$ cat config.mk
export PLATFORM = sky130hd
export DESIGN_NAME = digitizer_regs
export DESIGN_NICKNAME = d
export VERILOG_FILES = /design/src/pkg/digitizer_cfg_pkg.sv /design/src/design/config_chain.sv /design/src/design/digitizer_regs.sv
export SDC_FILE = /design/constraint.sdc
export NUM_CORES = 1
export LEC_CHECK = 0
export BUFFER_PORTS_ARGS = -buffer_cell sky130_fd_sc_hd__buf_2
export CORE_UTILIZATION = 56
export DETAILED_ROUTE_END_ITERATION = 12
export HOLD_SLACK_MARGIN = 0.12
export PLACE_DENSITY = 0.83
export SYNTH_ARGS = -nofsm -noshare
export SYNTH_HDL_FRONTEND = slang
export SYNTH_SLANG_ARGS = --single-unit
$ cat constraint.sdc
create_clock -name i_clk -period 5 [get_ports i_clk]
set_clock_uncertainty 0.15 [all_clocks]
set_input_delay 0.5 -clock i_clk [delete_from_list [all_inputs] [get_ports i_clk]]
set_output_delay 0.5 -clock i_clk [all_outputs]
set_load 0.05 [all_outputs]
$ cat src/pkg/digitizer_cfg_pkg.sv
package digitizer_cfg_pkg;

    // register offsets on the byte-wide register port
    localparam logic [6:0] ADC_STATUS_OFS   = 7'h03; // chain output mirror
    localparam logic [6:0] SERIAL_PORT_OFS  = 7'h05; // chain bit in / out
    localparam logic [6:0] LATCH_STROBE_OFS = 7'h0B; // chain to converter
    localparam logic [6:0] ABORT_ARM_OFS    = 7'h41; // write abort, read arm
    localparam logic [6:0] ARM_FLAGS_OFS    = 7'h43; // arming state flags

    // chain geometry: the top four positions carry nothing
    localparam int CHAIN_LEN = 56;
    localparam int CFG_USED  = 52;
    localparam int CHAIN_OUT = 55;

    // strobe register field
    localparam int STROBE_LATCH_BIT = 2;

    // chain field positions
    localparam int SYNC_ONE_POS    = 0;
    localparam int SYNC_TWO_POS    = 1;
    localparam int EXT_ONE_POS     = 2;
    localparam int EXT_TWO_POS     = 3;
    localparam int CAL_SEL_LO_POS  = 4;
    localparam int CAL_SEL_HI_POS  = 5;
    localparam int CH_A_FRONT_POS  = 6;  // impedance..atten, five bits
    localparam int CH_B_FRONT_POS  = 11;
    localparam int CH_A_CAL_A_POS  = 16; // four address lines
    localparam int CH_A_CAL_EN_POS = 20;
    localparam int CH_B_CAL_A_POS  = 21; // three address lines
    localparam int CH_A_ROUTE_POS  = 32; // routes then five active-low bits
    localparam int CH_B_ROUTE_POS  = 40;

    // arming flag positions
    localparam int FLAG_PRE_DELAY   = 7;
    localparam int FLAG_EXT_SEEN    = 6;
    localparam int FLAG_NO_ARM      = 5;
    localparam int FLAG_FINAL_N     = 4;
    localparam int FLAG_BEGIN_N     = 3;
    localparam int FLAG_DELAYED     = 2;
    localparam int FLAG_INITIATED   = 1;
    localparam int FLAG_INITIALIZED = 0;

    // power-up initialization time in clock cycles
    localparam logic [4:0] INIT_CYCLES = 5'h10;

    // arming sequencer states
    typedef enum logic [2:0] {
        SEQ_INIT,
        SEQ_IDLE,
        SEQ_WAIT_ARM,
        SEQ_PRE_DELAY,
        SEQ_WAIT_TRIG,
        SEQ_BURST
    } seq_state_type;

    // whole state of the register bank
    typedef struct packed {
        seq_state_type       seq;      // arming sequencer
        logic [4:0]          init_cnt; // initialization timer
        logic [CFG_USED-1:0] cfg;      // latched converter setup
        logic [7:0]          rdata;    // read data
        logic                ext_seen; // arm from a non-immediate source
        logic                no_arm;   // pre-arm readings running
        logic                final_n;  // low while final burst pending
        logic                begin_n;  // low during a burst
        logic                abort;    // abort pulse
    } core_type;

    localparam core_type CORE_RESET = '{
        seq:      SEQ_INIT,
        init_cnt: 5'h00,
        cfg:      52'h0,
        rdata:    8'h00,
        ext_seen: 1'b0,
        no_arm:   1'b0,
        final_n:  1'b1,
        begin_n:  1'b1,
        abort:    1'b0
    };

    localparam logic [CHAIN_LEN-1:0] CHAIN_RESET = 56'h0;

endpackage : digitizer_cfg_pkg
$ cat src/design/config_chain.sv
module config_chain
    import digitizer_cfg_pkg::*;
(
    input  wire logic                 i_clk,     // system clock
    input  wire logic                 i_rst_n,   // synchronised reset
    input  wire logic                 i_ce,      // clock enable
    input  wire logic                 i_load,    // shift a new bit in
    input  wire logic                 i_bit,     // bit to shift in
    input  wire logic                 i_unload,  // shift one bit out
    output logic      [CHAIN_LEN-1:0] o_chain    // chain contents
);

    typedef struct packed {
        logic [CHAIN_LEN-1:0] bits; // serial configuration chain
    } chain_type;

    chain_type st;      // registered chain
    chain_type next_st; // next chain

    // write enters at position 0; read rotates the output bit back in,
    // so a full read-back of 56 bits leaves the chain as it was
    always_comb
    begin
        next_st = st;
        if (i_load)
        begin
            next_st.bits = {st.bits[CHAIN_LEN-2:0], i_bit};
        end
        else if (i_unload)
        begin
            next_st.bits = {st.bits[CHAIN_LEN-2:0],
                            st.bits[CHAIN_OUT]};
        end
    end

    // chain register, frozen while the enable is low
    always_ff @(posedge i_clk or negedge i_rst_n)
    begin
        if (!i_rst_n)
        begin
            st.bits <= CHAIN_RESET;
        end
        else if (i_ce)
        begin
            st <= next_st;
        end
    end

    assign o_chain = st.bits;
endmodule : config_chain

$ cat src/design/digitizer_regs.sv
module digitizer_regs
    import digitizer_cfg_pkg::*;
(
    input  wire logic       i_clk,                   // 10 MHz clock
    input  wire logic       i_reset_n,               // async reset, low
    input  wire logic       i_ce,                    // clock enable
    input  wire logic [6:0] i_addr,                  // register offset
    input  wire logic       i_wr,                    // write strobe
    input  wire logic       i_rd,                    // read strobe
    input  wire logic [7:0] i_wdata,                 // write data
    output logic      [7:0] o_rdata,                 // read data, next cycle
    input  wire logic       i_initiate,              // initiate pulse
    input  wire logic       i_ext_arm,               // arm from other source
    input  wire logic       i_arm_hold,              // refuse external arms
    input  wire logic       i_delay_pending,         // arm delay programmed
    input  wire logic       i_delay_elapsed,         // arm delay done pulse
    input  wire logic       i_dual_rate,             // dual rate sampling
    input  wire logic       i_ref_tick,              // reference period pulse
    input  wire logic       i_prearm_mode,           // pre/post arm enabled
    input  wire logic       i_prearm_reached,        // pre-arm count reached
    input  wire logic       i_final_arm,             // last arm count reached
    input  wire logic       i_first_reading,         // first burst reading
    input  wire logic       i_last_reading,          // last burst reading
    output logic            o_abort,                 // abort pulse
    output logic            o_sync_out_one_en,       // sync output one
    output logic            o_sync_out_two_en,       // sync output two
    output logic            o_ext_in_one_en,         // external input one
    output logic            o_ext_in_two_en,         // external input two
    output logic            o_cal_source_sel_lo,     // cal source low bit
    output logic            o_cal_source_sel_hi,     // cal source high bit
    output logic            o_ch_a_impedance_sel,    // 1 = 75 ohm
    output logic            o_ch_a_single_ended_en,  // single-ended input
    output logic            o_ch_a_load_sel,         // dummy load
    output logic            o_ch_a_filter_en,        // filter
    output logic            o_ch_a_atten_en,         // attenuators
    output logic            o_ch_b_impedance_sel,    // 1 = 75 ohm
    output logic            o_ch_b_single_ended_en,  // single-ended input
    output logic            o_ch_b_load_sel,         // dummy load
    output logic            o_ch_b_filter_en,        // filter
    output logic            o_ch_b_atten_en,         // attenuators
    output logic      [3:0] o_ch_a_cal_addr,         // cal address lines
    output logic            o_ch_a_cal_en,           // cal enable
    output logic      [2:0] o_ch_b_cal_addr,         // cal address lines
    output logic            o_ch_a_pos_cal_route,    // 0 = cal line
    output logic            o_ch_a_neg_cal_route,    // 0 = cal line
    output logic            o_ch_a_input_atten_off,  // 20dB input, low on
    output logic            o_ch_a_post_atten_off,   // 20dB post, low on
    output logic            o_ch_a_diff_disable,     // low = diff enabled
    output logic            o_ch_a_internal_atten_off,  // 6dB, low on
    output logic            o_ch_a_internal14_off,   // 14dB, low on
    output logic            o_ch_b_pos_cal_route,    // 0 = cal line
    output logic            o_ch_b_neg_cal_route,    // 0 = cal line
    output logic            o_ch_b_input_atten_off,  // 20dB input, low on
    output logic            o_ch_b_post_atten_off,   // 20dB post, low on
    output logic            o_ch_b_diff_disable,     // low = diff enabled
    output logic            o_ch_b_internal_atten_off,  // 6dB, low on
    output logic            o_ch_b_internal14_off    // 14dB, low on
);

    logic                 rst_meta;  // reset release, first stage
    logic                 rst_n;     // synchronised reset
    logic [CHAIN_LEN-1:0] chain;     // serial chain contents
    logic                 chain_wr;  // serial port write
    logic                 chain_rd;  // serial port read
    logic                 abort_wr;  // abort register write
    logic                 arm_rd;    // arm immediate read
    logic                 strobe;    // latch request
    logic [7:0]           flags;     // arming flag byte
    core_type             st;        // registered state
    core_type             next_st;   // next state

    // reset asserts at once and releases two edges later
    always_ff @(posedge i_clk or negedge i_reset_n)
    begin
        if (!i_reset_n)
        begin
            rst_meta <= 1'b0;
            rst_n    <= 1'b0;
        end
        else
        begin
            rst_meta <= 1'b1;
            rst_n    <= rst_meta;
        end
    end

    // decode of the side-effect accesses; write wins if both strobe
    assign chain_wr = i_wr && (i_addr == SERIAL_PORT_OFS);
    assign chain_rd = i_rd && !i_wr && (i_addr == SERIAL_PORT_OFS);
    assign abort_wr = i_wr && (i_addr == ABORT_ARM_OFS);
    assign arm_rd   = i_rd && !i_wr && (i_addr == ABORT_ARM_OFS);
    assign strobe   = i_wr && (i_addr == LATCH_STROBE_OFS)
                      && i_wdata[STROBE_LATCH_BIT];

    // the chain has no address; only the serial port reaches it
    config_chain u_chain (
        .i_clk    (i_clk),
        .i_rst_n  (rst_n),
        .i_ce     (i_ce),
        .i_load   (chain_wr),
        .i_bit    (i_wdata[0]),
        .i_unload (chain_rd),
        .o_chain  (chain)
    );

    // arming flag byte assembled from sequencer state and sticky flags
    always_comb
    begin
        flags                   = 8'h00;
        flags[FLAG_PRE_DELAY]   = (st.seq == SEQ_PRE_DELAY);
        flags[FLAG_EXT_SEEN]    = st.ext_seen;
        flags[FLAG_NO_ARM]      = st.no_arm;
        flags[FLAG_FINAL_N]     = st.final_n;
        flags[FLAG_BEGIN_N]     = st.begin_n;
        flags[FLAG_DELAYED]     = (st.seq == SEQ_WAIT_TRIG)
                                  || (st.seq == SEQ_BURST);
        flags[FLAG_INITIATED]   = (st.seq == SEQ_WAIT_ARM);
        flags[FLAG_INITIALIZED] = (st.seq == SEQ_IDLE);
    end

    // register reads, strobe latch and the arming sequencer
    always_comb
    begin
        next_st       = st;
        next_st.abort = 1'b0;

        // read data is captured on the read strobe and held until the next
        if (i_rd)
        begin
            case (i_addr)
                ADC_STATUS_OFS:  next_st.rdata = {7'h00, chain[CHAIN_OUT]};
                SERIAL_PORT_OFS: next_st.rdata = {7'h00, chain[CHAIN_OUT]};
                ARM_FLAGS_OFS:   next_st.rdata = flags;
                default:         next_st.rdata = 8'h00; // write-only, unmapped
            endcase
        end

        // the top four chain positions are never latched into the configuration
        if (strobe)
        begin
            next_st.cfg = chain[CFG_USED-1:0];
        end

        case (st.seq)
            SEQ_INIT:
            begin
                // hold off arming until the front end has settled
                next_st.init_cnt = st.init_cnt + 5'h01;
                if (st.init_cnt == INIT_CYCLES - 5'h01)
                begin
                    next_st.seq = SEQ_IDLE;
                end
            end
            SEQ_IDLE:
            begin
                if (i_initiate)
                begin
                    next_st.seq      = SEQ_WAIT_ARM;
                    next_st.ext_seen = 1'b0;
                    next_st.no_arm   = i_prearm_mode;
                end
            end
            SEQ_WAIT_ARM:
            begin
                // no arm is refused while pre-arm runs; the host checks
                if (arm_rd || (i_ext_arm && !i_arm_hold))
                begin
                    if (i_delay_pending || (arm_rd && i_dual_rate))
                    begin
                        next_st.seq = SEQ_PRE_DELAY;
                    end
                    else
                    begin
                        next_st.seq = SEQ_WAIT_TRIG;
                    end
                end
            end
            SEQ_PRE_DELAY:
            begin
                // dual rate with no delay waits one reference period
                if (i_delay_pending ? i_delay_elapsed : i_ref_tick)
                begin
                    next_st.seq = SEQ_WAIT_TRIG;
                end
            end
            SEQ_WAIT_TRIG:
            begin
                if (i_first_reading)
                begin
                    next_st.seq     = SEQ_BURST;
                    next_st.begin_n = 1'b0;
                end
            end
            SEQ_BURST:
            begin
                if (i_last_reading)
                begin
                    next_st.begin_n = 1'b1;
                    next_st.final_n = 1'b1;
                    // returning to wait-arm marks the next segment ready
                    next_st.seq = st.final_n ? SEQ_WAIT_ARM
                                             : SEQ_IDLE;
                end
            end
            default:
            begin
                next_st.seq = SEQ_IDLE;
            end
        endcase

        // events placed after the clears so that they win a tie
        if (i_prearm_reached)
        begin
            next_st.no_arm = 1'b0;
        end
        if (i_ext_arm && !i_arm_hold && (st.seq == SEQ_WAIT_ARM))
        begin
            next_st.ext_seen = 1'b1;
        end
        if (i_final_arm && (st.seq != SEQ_IDLE) && (st.seq != SEQ_INIT))
        begin
            next_st.final_n = 1'b0;
        end

        // abort overrides the sequencer, begin_n, final_n and no_arm, except during initialization
        if (abort_wr && (st.seq != SEQ_INIT))
        begin
            next_st.seq     = SEQ_IDLE;
            next_st.abort   = 1'b1;
            next_st.begin_n = 1'b1;
            next_st.final_n = 1'b1;
            next_st.no_arm  = 1'b0;
        end
    end

    // single state register, frozen while the enable is low
    always_ff @(posedge i_clk or negedge rst_n)
    begin
        if (!rst_n)
        begin
            st <= CORE_RESET;
        end
        else if (i_ce)
        begin
            st <= next_st;
        end
    end

    // outputs taken straight from the state register
    assign o_rdata = st.rdata;
    assign o_abort = st.abort;

    assign o_sync_out_one_en      = st.cfg[SYNC_ONE_POS];
    assign o_sync_out_two_en      = st.cfg[SYNC_TWO_POS];
    assign o_ext_in_one_en        = st.cfg[EXT_ONE_POS];
    assign o_ext_in_two_en        = st.cfg[EXT_TWO_POS];
    assign o_cal_source_sel_lo    = st.cfg[CAL_SEL_LO_POS];
    assign o_cal_source_sel_hi    = st.cfg[CAL_SEL_HI_POS];
    assign o_ch_a_impedance_sel   = st.cfg[CH_A_FRONT_POS];
    assign o_ch_a_single_ended_en = st.cfg[CH_A_FRONT_POS+1];
    assign o_ch_a_load_sel        = st.cfg[CH_A_FRONT_POS+2];
    assign o_ch_a_filter_en       = st.cfg[CH_A_FRONT_POS+3];
    assign o_ch_a_atten_en        = st.cfg[CH_A_FRONT_POS+4];
    assign o_ch_b_impedance_sel   = st.cfg[CH_B_FRONT_POS];
    assign o_ch_b_single_ended_en = st.cfg[CH_B_FRONT_POS+1];
    assign o_ch_b_load_sel        = st.cfg[CH_B_FRONT_POS+2];
    assign o_ch_b_filter_en       = st.cfg[CH_B_FRONT_POS+3];
    assign o_ch_b_atten_en        = st.cfg[CH_B_FRONT_POS+4];
    assign o_ch_a_cal_addr = st.cfg[CH_A_CAL_A_POS+3:CH_A_CAL_A_POS];
    assign o_ch_a_cal_en   = st.cfg[CH_A_CAL_EN_POS];
    assign o_ch_b_cal_addr = st.cfg[CH_B_CAL_A_POS+2:CH_B_CAL_A_POS];
    // active-low elements: a zero in the chain engages them
    assign o_ch_a_pos_cal_route      = st.cfg[CH_A_ROUTE_POS];
    assign o_ch_a_neg_cal_route      = st.cfg[CH_A_ROUTE_POS+1];
    assign o_ch_a_input_atten_off    = st.cfg[CH_A_ROUTE_POS+2];
    assign o_ch_a_post_atten_off     = st.cfg[CH_A_ROUTE_POS+3];
    assign o_ch_a_diff_disable       = st.cfg[CH_A_ROUTE_POS+4];
    assign o_ch_a_internal_atten_off = st.cfg[CH_A_ROUTE_POS+5];
    assign o_ch_a_internal14_off     = st.cfg[CH_A_ROUTE_POS+6];
    assign o_ch_b_pos_cal_route      = st.cfg[CH_B_ROUTE_POS];
    assign o_ch_b_neg_cal_route      = st.cfg[CH_B_ROUTE_POS+1];
    assign o_ch_b_input_atten_off    = st.cfg[CH_B_ROUTE_POS+2];
    assign o_ch_b_post_atten_off     = st.cfg[CH_B_ROUTE_POS+3];
    assign o_ch_b_diff_disable       = st.cfg[CH_B_ROUTE_POS+4];
    assign o_ch_b_internal_atten_off = st.cfg[CH_B_ROUTE_POS+5];
    assign o_ch_b_internal14_off     = st.cfg[CH_B_ROUTE_POS+6];
endmodule : digitizer_regs

==> qor.txt <==
Port Buffers - 72
Initial Util - 58.1%
Die Span Y - 97.4 µm
area delta synth->final - 16.7%
kind of critical path - in2reg
Synth cell types - 48
Sinks on Clock Net - 117
Hold Crit Class - in2async
Peak supply drop - 0.000227 V
Setup Viol. Count Final - 0
Synth Flop Type - dfrtp_1
largest net degree at the start of global routing - 64
Initial DRC Count - 87
Final Hold Slack - 0.150 ns
CTS tree - done
flops & latches, synth - 117
Die Wd - 97.4 µm
final count of hold timing violations - 0
Rel. slew slack - 31.4%
Detail Placement HPWL - 5.31 mm
antenna violations before repair - 0
register area share after synthesis - 57.5%
synthesized area per cell - 15.0 µm²
Syn Nets - 374
WL final - 8.54 mm
WP data arrival - 2.81 ns
Post-Syn Instances - 340
commonest non-fill, non-tap cell in the layout - dfrtp_1
leakage - 3.14 nW
vias - 2886
Worst-Skew Late Latency - 0.50 ns
cts bufs inserted - 17
Final Max Slew Viols - 0
routed len/inst - 16.3 µm
boundary pin count - 79
Slew @ Worst Pin - 1.03 ns
WP data required - 5.23 ns
H-tree Lvls - 4
outcome - finished clean
most frequent cells in the layout - 114 x dfrtp_1, 72 x buf_2, 55 x mux2_2
GRT Total Usage - 19.6%
RePlAce Congestion - 0.820
fmax - 388 MHz
Clock Pin Slew Worst Setup and Hold Paths - 0.05 ns
first-pass GRT wire length - 14.6 mm
Post-synth EDFFs - 0
Crit. End Element - register
Tmin final - 2.58 ns
core footprint - 0.00876 mm²
Mapped Area - 0.00509 mm²
Yosys warnings - 0
max_cap viols - 0
Clock Tree Root - clkbuf_8
Worst Setup SP - i_addr[5]
FP Rows - 34
Power Dens Cells - 406 mW/mm²
Residual DRC - 0
iteration count of the initial detailed-routing pass - 4
RSZ-0062 raised after global routing - no
nets - 438
sum of negative setup slack - 0 ns
Routed Antenna Nets - 0
FFs w/ async S/R, synth - 100%
GRT Residual Overflow - 0
Die ar. - 0.00948 mm²
vias in the first global route - 2935
n_diodes - 0
FF-to-FF Start - st[71]
Startpoint Class - input port
worst-path maximum fanout - 56
layout cell share with drive strength beyond 1 - 49.6%
clock tree buffer depth - 2
post_cts resized - 0
final period utilization - 51.5%
vias per cell - 5.50
-- cell type report --
cell class	instances	area [µm²]
inverter	5	18.8
sequential	117	2930
tap	108	135
timing repair buffer	78	415
multi-input combinational	185	1880
clock buffer	19	432
clock inverter	13	133
fill	624	2820
-- sequential cells by signal (all words and copies together) (netlist names), 3 cells and up --
| register | flops |
|---|---|
| o_ch_a_cal_addr | 4 |
| o_ch_b_cal_addr | 3 |
| u_chain.o_chain | 56 |
| st | 8 |
| flags | 4 |
| o_rdata | 8 |
-- critical path, stage by stage --
cell	delay, ns
buf_2	0.11
or4b_4	0.56
nor4b_4	0.30
o211a_4	0.87
mux2_2	0.42
-- cell usage after synthesis, types with 2 or more instances --
master,count,area share [%]
o211ai_1,2,0.29
a21oi_1,7,0.69
clkbuf_1,9,0.66
ha_1,2,0.49
buf_12,5,2.0
nand2_1,4,0.29
xnor2_1,2,0.34
xor2_1,2,0.34
nand3_1,2,0.20
mux2_2,55,12
mux2_4,40,12
nand2b_1,4,0.49
mux2i_1,4,0.79
inv_1,5,0.37
nor2b_1,4,0.49
and3_1,7,0.86
nor2_1,6,0.44
a22oi_1,2,0.29
buf_4,16,2.4
a32o_1,2,0.39
nand4_1,3,0.37
buf_1,2,0.15
dfstp_2,2,1.0
dfrtp_1,115,56
a22o_1,7,1.2
nor3b_1,4,0.59
o21ai_0,6,0.59
-- kinds of logic after synthesis --
kind of cell,after synthesis,synth area share (%)
AO/OA/AOI/OAI,36,5.33
XOR/XNOR,4,0.688
adder cells (fa/ha/maj),2,0.491
buffers and inverters,38,5.60
flip-flops,117,57.5
multiplexers,99,24.7
other,1,0.0736
AND/OR/NAND/NOR,43,5.55
-- per-stage QoR --
step / std cells / cell area [µm²] / setup WS [ns] / util (%) / power (mW)
6_report: 525 / 5950 / 2.42 / 67.8 / 2.41
4_1_cts: 525 / 5950 / 2.45 / 67.8 / 2.44
3_5_place_dp: 489 / 5340 / 1.93 / 61.0 / 1.28
2_1_floorplan: 340 / 5090 / 1.35 / - / 1.23
3_3_place_gp: 489 / 5340 / 1.96 / 61.0 / 1.27
5_1_grt: 525 / 5950 / 2.35 / 67.8 / 2.51
-- routing by layer --
layer  global-route usage (%)  wire length (µm)  share of wire (%)  vias to the layer above
li1                         -                 -                  -                     1334
met1                     26.4              3830                 45                     1469
met2                     30.5              4280                 50                       72
met3                     4.60               320                3.7                       11
met4                     8.82               112                1.3                        0
met5                        0                 0                  0                        -
-- power by group --
part | internal (mW) | total [mW] | switching (mW)
clock | 0.719 | 1.14 | 0.417
sequential | 0.997 | 1.06 | 0.0678
combinational | 0.105 | 0.213 | 0.108
-- repair_timing --
item | CTS | global route
setup buffers | 0 | 0
endpoints found under the hold margin | 4 | 0
hold buffers | 4 | 0
-- final timing paths --
| kind | endpoint | slack (ns) | cells after the start |
|---|---|---|---|
| min in group i_clk | rst_n | 0.20 | 0 |
| max reg2reg | flags[5] | 2.79 | 5 |
| min reg2reg | rst_n | 0.20 | 0 |
| min | rst_n | 0.15 | 2 |
| max in group asynchronous | o_ch_b_post_atten_off | 3.24 | 1 |
| max | u_chain.o_chain[21] | 2.42 | 5 |
Power figures use the tool's default switching activity.
